### config.mk
export PLATFORM = sky130hd
export DESIGN_NAME = flash_cpu_reprogram_sequencer
export DESIGN_NICKNAME = d
export VERILOG_FILES = /design/src/flash_seq_pkg.sv /design/src/flash_cpu_reprogram_sequencer.sv /design/src/op_timer.sv
export SDC_FILE = /design/constraint.sdc
export NUM_CORES = 1
export LEC_CHECK = 0
export ABC_AREA = 1
export BUFFER_PORTS_ARGS = -buffer_cell sky130_fd_sc_hd__buf_2
export CAP_MARGIN = 20
export CORE_AREA = 2 2 121 123
export CTS_CLUSTER_DIAMETER = 120
export DETAILED_ROUTE_END_ITERATION = 10
export DIE_AREA = 0 0 123 125
export GPL_TIMING_DRIVEN = 0
export HOLD_SLACK_MARGIN = 0.08
export SETUP_SLACK_MARGIN = 0.2
export SYNTH_ARGS = -nofsm -noshare
export SYNTH_HDL_FRONTEND = slang
export SYNTH_SLANG_ARGS = --single-unit
### constraint.sdc
create_clock -name clk_sys_in -period 3.2 [get_ports clk_sys_in]
set_input_delay 0 -clock clk_sys_in [delete_from_list [all_inputs] [get_ports clk_sys_in]]
set_output_delay 0 -clock clk_sys_in [all_outputs]
set_load 0.02 [all_outputs]
### src/flash_seq_pkg.sv
// Purpose : Shared constants and types for the flash reprogram sequencer
// Assumes : 250 MHz system clock, byte addresses into a 128 KB array
// Notes   : Command codes other than page programming are plain defaults
package flash_seq_pkg;

  // ****************************************************************
  // Clock and timing
  // ****************************************************************
  localparam int CLK_PERIOD_NS = 4;
  localparam int TIMER_WIDTH   = 24;

  // ****************************************************************
  // Address layout
  // ****************************************************************
  localparam int ADDR_WIDTH  = 17;
  localparam int BLOCK_LSB   = 14;
  localparam int BLOCK_WIDTH = 3;
  localparam int NUM_BLOCKS  = 8;

  // ****************************************************************
  // Command bytes (low data byte of a command cycle)
  // ****************************************************************
  localparam logic [7:0] CMD_PAGE_PROG    = 8'h41;
  localparam logic [7:0] CMD_BLOCK_ERASE  = 8'h20;
  localparam logic [7:0] CMD_ERASE_ALL    = 8'hA7;
  localparam logic [7:0] CMD_ERASE_CONF   = 8'hD0;
  localparam logic [7:0] CMD_READ_STATUS  = 8'h70;
  localparam logic [7:0] CMD_CLEAR_STATUS = 8'h50;
  localparam logic [7:0] CMD_READ_ARRAY   = 8'hFF;
  localparam logic [7:0] CMD_READ_LOCK    = 8'h71;

  // ****************************************************************
  // Status byte field positions and reset values
  // ****************************************************************
  localparam int SR_READY_BIT = 7;
  localparam int SR_ERASE_BIT = 5;
  localparam int SR_PROG_BIT  = 4;
  localparam logic [7:0] SR_ZERO = 8'h00;

  // ****************************************************************
  // Types
  // ****************************************************************
  typedef enum logic [1:0] {
    READ_ARRAY_MODE,
    READ_STATUS_MODE,
    READ_LOCK_MODE
  } read_mode_type;

  typedef enum logic [1:0] {
    PH_IDLE,
    PH_SECOND,
    PH_BUSY
  } phase_type;

  // Request toward the flash array
  typedef struct packed {
    logic                   prog;
    logic                   erase;
    logic                   erase_all;
    logic [ADDR_WIDTH-1:0]  addr;
    logic [15:0]            data;
  } flash_req_type;

  typedef struct packed {
    phase_type              phase;
    logic [7:0]             cmd;
    read_mode_type          read_mode;
    logic                   erase_error;
    logic                   program_error;
    logic                   sel_low_seen;
    logic                   mode_on;
    logic                   lock_state;
    flash_req_type          req;
  } seq_state_type;

  typedef struct packed {
    logic                   busy;
    logic                   done;
    logic [TIMER_WIDTH-1:0] count;
  } timer_state_type;

endpackage : flash_seq_pkg

### src/flash_cpu_reprogram_sequencer.sv
// Purpose : Command sequencer for CPU reprogramming of on-chip flash
// Assumes : Software polls ready before each command and stays off
//           the array while an automatic run is in progress
// Notes   : Page programming writes one 16-bit word per command
//
// Functional notes
// - Upper data byte ignored except the page programming data cycle.
// - Command byte 41 hex decodes as page programming.
// - Further page programs accepted in status-read mode if no error.
// - Program or block erase on a locked block sets both erase and program error.
// - Ready/busy flag follows the status ready bit exactly.
// - Commands only at even addresses; data word spans even and odd.
module flash_cpu_reprogram_sequencer #(
  parameter int PROG_TIME_NS  = 20000,
  parameter int ERASE_TIME_NS = 200000
) (
  // Clock and reset
  input  wire logic                                  clk_sys_in,
  input  wire logic                                  rst_n_in,
  // Mode control
  input  wire logic                                  reprog_sel_in,
  input  wire logic                                  lock_override_in,
  input  wire logic [flash_seq_pkg::NUM_BLOCKS-1:0]  lock_bits_in,
  // CPU command writes
  input  wire logic                                  cpu_wr_in,
  input  wire logic [flash_seq_pkg::ADDR_WIDTH-1:0]  cpu_addr_in,
  input  wire logic [15:0]                           cpu_data_in,
  // Status
  output logic [7:0]                                 status_out,
  output logic                                       ready_busy_flag_out,
  output logic                                       lock_status_out,
  output flash_seq_pkg::read_mode_type               read_mode_out,
  output logic                                       mode_active_out,
  // Flash array requests
  output flash_seq_pkg::flash_req_type               flash_req_out
);
  import flash_seq_pkg::*;

  // ****************************************************************
  // Derived timing
  // ****************************************************************
  localparam int PROG_CYCLES  = PROG_TIME_NS / CLK_PERIOD_NS;
  localparam int ERASE_CYCLES = ERASE_TIME_NS / CLK_PERIOD_NS;
  localparam logic [TIMER_WIDTH-1:0] PROG_LOAD =
    TIMER_WIDTH'(PROG_CYCLES - 1);
  localparam logic [TIMER_WIDTH-1:0] ERASE_LOAD =
    TIMER_WIDTH'(ERASE_CYCLES - 1);

  seq_state_type           cur;
  seq_state_type           next_cur;
  logic                    timer_start;
  logic [TIMER_WIDTH-1:0]  timer_load;
  logic                    timer_busy;
  logic                    timer_done;
  logic                    wr_even;
  logic [7:0]              cmd_byte;
  logic [BLOCK_WIDTH-1:0]  blk;
  logic                    blk_locked;

  // ****************************************************************
  // Command decode
  // ****************************************************************

  // Odd-address writes never reach the decoder
  assign wr_even    = cpu_wr_in && !cpu_addr_in[0] && cur.mode_on;
  assign cmd_byte   = cpu_data_in[7:0];
  assign blk        = cpu_addr_in[BLOCK_LSB +: BLOCK_WIDTH];
  assign blk_locked = lock_bits_in[blk] && !lock_override_in;

  // One combinational pass builds the next state
  always_comb begin
    next_cur               = cur;
    next_cur.req.prog      = 1'b0;
    next_cur.req.erase     = 1'b0;
    next_cur.req.erase_all = 1'b0;
    timer_start            = 1'b0;
    timer_load             = PROG_LOAD;
    // Mode entry needs a low select seen before the high one
    next_cur.sel_low_seen  = cur.sel_low_seen || !reprog_sel_in;
    next_cur.mode_on       = reprog_sel_in &&
                             (cur.mode_on || cur.sel_low_seen);
    case (cur.phase)
      PH_IDLE: begin
        if (wr_even) begin
          if (cmd_byte == CMD_PAGE_PROG) begin
            // Continuous programming only while no error stands
            if (!cur.program_error) begin
              next_cur.phase = PH_SECOND;
              next_cur.cmd   = cmd_byte;
            end
          end else if (cmd_byte == CMD_BLOCK_ERASE ||
                       cmd_byte == CMD_ERASE_ALL) begin
            next_cur.phase = PH_SECOND;
            next_cur.cmd   = cmd_byte;
          end else if (cmd_byte == CMD_READ_STATUS) begin
            next_cur.read_mode = READ_STATUS_MODE;
          end else if (cmd_byte == CMD_CLEAR_STATUS) begin
            next_cur.erase_error   = 1'b0;
            next_cur.program_error = 1'b0;
          end else if (cmd_byte == CMD_READ_ARRAY) begin
            next_cur.read_mode = READ_ARRAY_MODE;
          end else if (cmd_byte == CMD_READ_LOCK) begin
            next_cur.read_mode  = READ_LOCK_MODE;
            next_cur.lock_state = lock_bits_in[blk];
          end
        end
      end
      PH_SECOND: begin
        if (wr_even) begin
          next_cur.phase     = PH_IDLE;
          next_cur.read_mode = READ_STATUS_MODE;
          if (cur.cmd == CMD_PAGE_PROG) begin
            if (blk_locked) begin
              // Locked target fails both ways
              next_cur.erase_error   = 1'b1;
              next_cur.program_error = 1'b1;
            end else begin
              // Full 16-bit word kept for the data cycle
              next_cur.req.prog = 1'b1;
              next_cur.req.addr = cpu_addr_in;
              next_cur.req.data = cpu_data_in;
              next_cur.phase    = PH_BUSY;
              timer_start       = 1'b1;
            end
          end else if (cmd_byte != CMD_ERASE_CONF) begin
            // A broken erase sequence is reported as a full error
            next_cur.erase_error   = 1'b1;
            next_cur.program_error = 1'b1;
          end else if (cur.cmd == CMD_BLOCK_ERASE && blk_locked) begin
            next_cur.erase_error   = 1'b1;
            next_cur.program_error = 1'b1;
          end else begin
            next_cur.req.erase     = (cur.cmd == CMD_BLOCK_ERASE);
            next_cur.req.erase_all = (cur.cmd == CMD_ERASE_ALL);
            next_cur.req.addr      = cpu_addr_in;
            next_cur.req.data      = 16'h0000;
            next_cur.phase         = PH_BUSY;
            timer_start            = 1'b1;
            timer_load             = ERASE_LOAD;
          end
        end
      end
      PH_BUSY: begin
        // Writes are not decoded while the array is busy
        if (timer_done) begin
          next_cur.phase = PH_IDLE;
        end
      end
      default: begin
        next_cur.phase = PH_IDLE;
      end
    endcase
    // Leaving the mode drops any half-entered command
    if (!next_cur.mode_on && next_cur.phase == PH_SECOND) begin
      next_cur.phase = PH_IDLE;
    end
  end

  // State register
  always_ff @(posedge clk_sys_in) begin
    if (!rst_n_in) begin
      cur <= '0;
    end else begin
      cur <= next_cur;
    end
  end

  // ****************************************************************
  // Automatic operation timer
  // ****************************************************************
  op_timer i_op_timer (
    .clk_sys_in (clk_sys_in),
    .rst_n_in   (rst_n_in),
    .start_in   (timer_start),
    .load_in    (timer_load),
    .busy_out   (timer_busy),
    .done_out   (timer_done)
  );

  // ****************************************************************
  // Outputs
  // ****************************************************************

  // Both ready views come from the same phase flop
  always_comb begin
    status_out               = SR_ZERO;
    status_out[SR_READY_BIT] = (cur.phase != PH_BUSY);
    status_out[SR_ERASE_BIT] = cur.erase_error;
    status_out[SR_PROG_BIT]  = cur.program_error;
  end
  assign ready_busy_flag_out = status_out[SR_READY_BIT];
  assign lock_status_out     = cur.lock_state;
  assign read_mode_out       = cur.read_mode;
  assign mode_active_out     = cur.mode_on;
  assign flash_req_out       = cur.req;
endmodule : flash_cpu_reprogram_sequencer

### src/op_timer.sv
// Purpose : Down-counter that times one automatic program or erase run
// Assumes : start_in is a one-cycle pulse, never given while busy
// Notes   : done_out pulses one cycle as busy_out falls
module op_timer (
  // Clock and reset
  input  wire logic                                 clk_sys_in,
  input  wire logic                                 rst_n_in,
  // Control
  input  wire logic                                 start_in,
  input  wire logic [flash_seq_pkg::TIMER_WIDTH-1:0] load_in,
  // Status
  output logic                                      busy_out,
  output logic                                      done_out
);
  import flash_seq_pkg::*;

  timer_state_type cur;
  timer_state_type next_cur;

  // Load on start, count down, finish at zero
  always_comb begin
    next_cur      = cur;
    next_cur.done = 1'b0;
    if (start_in) begin
      next_cur.busy  = 1'b1;
      next_cur.count = load_in;
    end else if (cur.busy) begin
      if (cur.count == '0) begin
        next_cur.busy = 1'b0;
        next_cur.done = 1'b1;
      end else begin
        next_cur.count = cur.count - 1'b1;
      end
    end
  end

  always_ff @(posedge clk_sys_in) begin
    if (!rst_n_in) begin
      cur <= '0;
    end else begin
      cur <= next_cur;
    end
  end

  assign busy_out = cur.busy;
  assign done_out = cur.done;

endmodule : op_timer

# == Word level (Yosys, flattened, before mapping) ==
# Index checks and enable logic that the tools add are counted.
# totals
out_inout_bits,49
inputBits,46
register_bits,79
wordCells,132
# classes
n_bitwise,9
n_addsub,1
order_cmp,1
n_eq_ne,30
n_mux,47
reduce_logical,28
# op_table
cell,n
2-to-1 mux 24 bit,6
2-to-1 mux 33 bit,4
"equality test 8 x 7 -> 1 bit, second input constant",5
2-to-1 mux 2 bit,17
2-to-1 mux 10 bit,3
2-to-1 mux 26 bit,1
"equality test 8 bit, second input constant",3
zero test 24 bit,1
"subtractor 24 x 1 -> 24 bit, second input constant",1
"inequality test 2 bit, second input constant",11
"equality test 8 x 6 -> 1 bit, second input constant",2
2-to-1 mux 16 bit,1
2-to-1 mux 14 bit,1
2-to-1 mux 4 bit,3
NOT 1 bit,9
AND reduction 9 bit,1
2-to-1 mux 1 bit,8
"inequality test 4 bit, second input constant",2
"inequality test 8 bit, second input constant",1
case mux 4 bit (2 select lines),1
AND reduction 4 bit,2
AND reduction 8 bit,1
AND reduction 7 bit,1
logical AND 1 bit,6
other kinds (16),25

# == Longest topological paths before layout ==
# depth
depth_word,12
ltp_mapped,13
mapped_depth_nobuf,13

# == Hierarchy ==
# From an unflattened synthesis, not the netlist that was laid out.
# unflattened
hier_cells,783
area_unflattened_um2,4887.2
# by_module_without_submodules
module,seq_area_each_um2,area_per_inst_um2,cells_per_inst,n_inst
flash_cpu_reprogram_sequencer,1041.0,2981.6,450,1
op_timer,520.5,1905.6,333,1

# == Least setup slack after synthesis ==
# No wires, ideal clock.
# synth_path
path_type,flip-flop to flip-flop
startpoint,register i_op_timer.cur[0] (netlist bit)
endpoint,register i_op_timer.cur[21] (netlist bit)
arrival_ps,1537
path_slack_ps,1545
stages_incl_launch_ff,14
t_required_ps,3082
period_less_slack_ps,1655
path_cell_list,dfxtp_1 > inv_1 > ha_1 > inv_1 > nor2_4 > nand2_2 > nor3_2 > nand2_1 > nand2_4 > inv_2 > buf_6 > nand2_1 > xor2_1 > nor2_1
# synth_via
elab_chain_cells,4
elab_cells_between_ends,7
cone_classes,add/sub: 1; eq/ne: 1; mux: 3; reduce/logical: 2
# synth_rtl
item,line_no,text
from (decl),op_timer.sv:17,timer_state_type cur;
from (signal assigned),op_timer.sv:41,cur <= next_cur;
subtractor 24 x 1 -> 24 bit,op_timer.sv:32,next_cur.count = cur.count - 1'b1;
2-to-1 mux 24 bit,op_timer.sv:28,if (cur.count == '0) begin
2-to-1 mux 26 bit,op_timer.sv:27,end else if (cur.busy) begin
2-to-1 mux 24 bit,op_timer.sv:24,if (start_in) begin
# Several ways; a longest one is shown, not always the timed one. The select of a mux whose other input is x is not followed.
# A chain may end at the register's enable or synchronous reset.

# == Final worst setup path ==
# Ends and elaborated chain as after synthesis.

==> out/results.tsv <==
metric	value	unit
fmax	521.5	MHz
sequential cell area fraction in the yosys report	0.3752	
post-route antenna net violation count	0	
ant diodes	0	
crit path max-delay cell type	dfxtp_1	
synthesized area per cell	7.275	um2
ys async rst share	0	
Yosys top cell by area	dfxtp_1	
slowest stage delay, CP	0.31	ns
PnR Total Power	2.151	mW
worst skew pair latency	0.34	ns
final instance count without filler cells	898	
Layout area overhead	31.90	%
Min Hold Slack	0.1585	ns
reg2reg setup slack	1.28	ns
HPWL after DPL	7952	um
Via density	4.439	
Mapped Area	0.004161	mm2
Resize count post-CTS	0	
Hold Fails Final Rpt	0	
Worst R2R End	i_op_timer.cur[21]	
WL per Instance	12.11	um
max_cap viols	0	
gpl congestion	0.8342	
RSZ-0062 raised after global routing	no	
Final nets	756	
layout cell share with drive strength beyond 1	0.2801	
worst r2r path cells	13	
hold crit path type	input pin to flip-flop	
H-tree depth	3	
critical path endpoint	i_op_timer.cur[21]	
worst path cell trace	inv_1, ha_1, inv_1, nor2_4, nand2_2, nor3_2, nand2_1, nand2_4, inv_2, buf_6, nand2_1, xor2_1, nor2_1	
std cell rows	44	
Mapped Cells	572	
CTS Buffer Depth	2	
Worst Skew	0.007967	ns
Critical Path Start	i_op_timer.cur[0]	
leak pwr	2.780	nW
die area	0.01538	mm2
Area contributors post-synth	dfxtp_1, nand3_1, buf_4	
Chip Width	123	um
synthesis warning total	0	
final setup violation count	0	
FF+latch count, synth	78	
Pwr Density	391.9	mW/mm2
worst slew pin tran	0.5904	ns
Final Instance Area	0.005489	mm2
Worst Setup Path Type	flip-flop to flip-flop	
status	finished clean	
total global routing overflow	0	
Starting Density	0.2930	
number of synthesized flops with an enable pin	0	
crit path capture type	flip-flop	
Cell variety after synth	45	
fin crit share	0.5993	
top-area cell type share of the netlist area	0.3752	
Main synth FF type	dfxtp_1	
CP top delay family	simple AND/OR/NAND/NOR gates	
I/O pins	95	
vias in the first global route	3706	
Rel. slew slack	0.6064	
Port Buffers	88	
first-pass GRT wire length	18000	um
die height	125	um
drt first-iter violations	168	
Critical Path Start Type	flip-flop	
clk slew on worst S/H paths	0.06	ns
GRT Util Overall	0.1477	
Buffers & Inverters on Critical Path	4	
clock root buffer	clkbuf_16	
Req. time, crit path	3.43	ns
Core Area	0.01420	mm2
clk sinks	78	
worst vdd ir	0.2093	mV
total negative slack	0	ns
# DRC	0	
TritonCTS clock tree	done	
largest net degree at the start of global routing	13	
DRT Pass-1 Iters	4	
Final Critical Period	1.918	ns
via count	3986	
WP depth	13	
CTS buffer count	9	
Final Max Tran Viols	0	
largest fanout on the critical path	10	
reg2reg start	i_op_timer.cur[0]	
Worst EP arrival	2.15	ns
DP Cell Count	848	
final wirelength	10880	um
DP Area	0.004847	mm2
initial antenna violation count	0	
-- where the power goes --
group / total, mW / switching (mW) / internal, mW / leakage [nW]
logic: 0.137 / 0.0720 / 0.0648 / 2.00
clock network: 1.04 / 0.398 / 0.643 / 0.152
registers: 0.973 / 0.000689 / 0.973 / 0.628
total: 2.15 / 0.471 / 1.68 / 2.78
-- worst min path at each step --
| stage | to | cells after the start | slack [ns] | from |
|---|---|---|---|---|
| after floorplan | cur[38] | 1 | 0.1 | reprog_sel_in |
| after global placement | cur[38] | 2 | 0.20 | reprog_sel_in |
| after detailed placement | cur[38] | 2 | 0.20 | reprog_sel_in |
| after CTS | cur[51] | 6 | 0.15 | cpu_wr_in |
| after global routing | cur[44] | 3 | 0.18 | rst_n_in |
| final | cur[51] | 6 | 0.16 | cpu_wr_in |
-- cells in the final DEF (no fill, tap or decap), drive strengths merged, types with 2 or more instances in the layout --
cell	instances
buf	147
xnor2	3
clkinv	3
nor3	21
nand3	81
clkbuf	18
conb	5
a31oi	2
or2	3
inv	66
nand3b	3
xor2	7
dlygate4sd3	34
nor2	69
nor3b	4
a21oi	16
dfxtp	78
o21ai	37
and3	2
nor4	3
nand2	94
nand4	11
-- flip-flops by register name, indices dropped and copies added (netlist names) --
signal               count
lock_status_out          1
i_op_timer.done_out      1
i_op_timer.cur          24
flash_req_out           36
read_mode_out            2
cur                     11
status_out               1
i_op_timer.busy_out      1
mode_active_out          1
-- kinds of logic (layout without fill, tap and decap cells) --
kind of cell / count (synthesis) / in the layout / synth area share
xor+xnor: 10 / 10 / 0.02105
compound gates: 59 / 59 / 0.07697
buf+inv: 131 / 269 / 0.1732
simple gates: 292 / 292 / 0.3497
other cells: 1 / 5 / 0.0009011
fa+ha+maj: 1 / 1 / 0.003006
flops: 78 / 78 / 0.3752
-- area by class of cell --
cell class | instances | area [um2]
Fill cell | 1548 | 8715
Multi-Input combinational cell | 367 | 1894
Sequential cell | 78 | 1562
Timing Repair Buffer | 122 | 780.7
Buffer | 65 | 473.0
Clock buffer | 12 | 256.5
Inverter | 66 | 247.7
Tap cell | 184 | 230.2
Clock inverter | 4 | 45.04
-- stage by stage --
| stage | util | setup WS (ns) |
|---|---|---|
| after detailed placement | 0.3413 | 1.273 |
| final | 0.3865 | 1.282 |
| after global routing | 0.3865 | 1.096 |
| after floorplan | - | 1.545 |
| after global placement | 0.3413 | 1.313 |
| after CTS | 0.3865 | 1.277 |
-- metal layers --
metal	track usage	part of all wire	vias up
met3	0.03102	0.046	13
li1	-	-	2076
met5	0	0	-
met1	0.1928	0.46	1819
met4	0.05281	0.018	0
met2	0.2395	0.48	78
-- worst min-delay path, cell delays in order --
cell and delay (ns):
buf_2 0.10, inv_1 0.08, nor3_4 0.07, o21ai_2 0.10
nand3b_1 0.07, inv_1 0.05
-- timing repair --
item,in CTS,in global routing
hold endpoints to repair,38,0
endpoints found under the setup margin,0,0
setup buffers,0,0
hold buffers,34,0
-- cell usage after synthesis (all sizes together) (2+ instances only) --
master,n
a21oi,16
xnor2,3
nor3b,4
nand4,11
xor2,7
nor4,3
nand3,81
or2,3
and3,2
nor3,21
clkbuf,6
inv,66
dfxtp,78
nand3b,3
nand2,94
nor2,69
buf,59
o21ai,37
a31oi,2
Power figures use the tool's default switching activity.
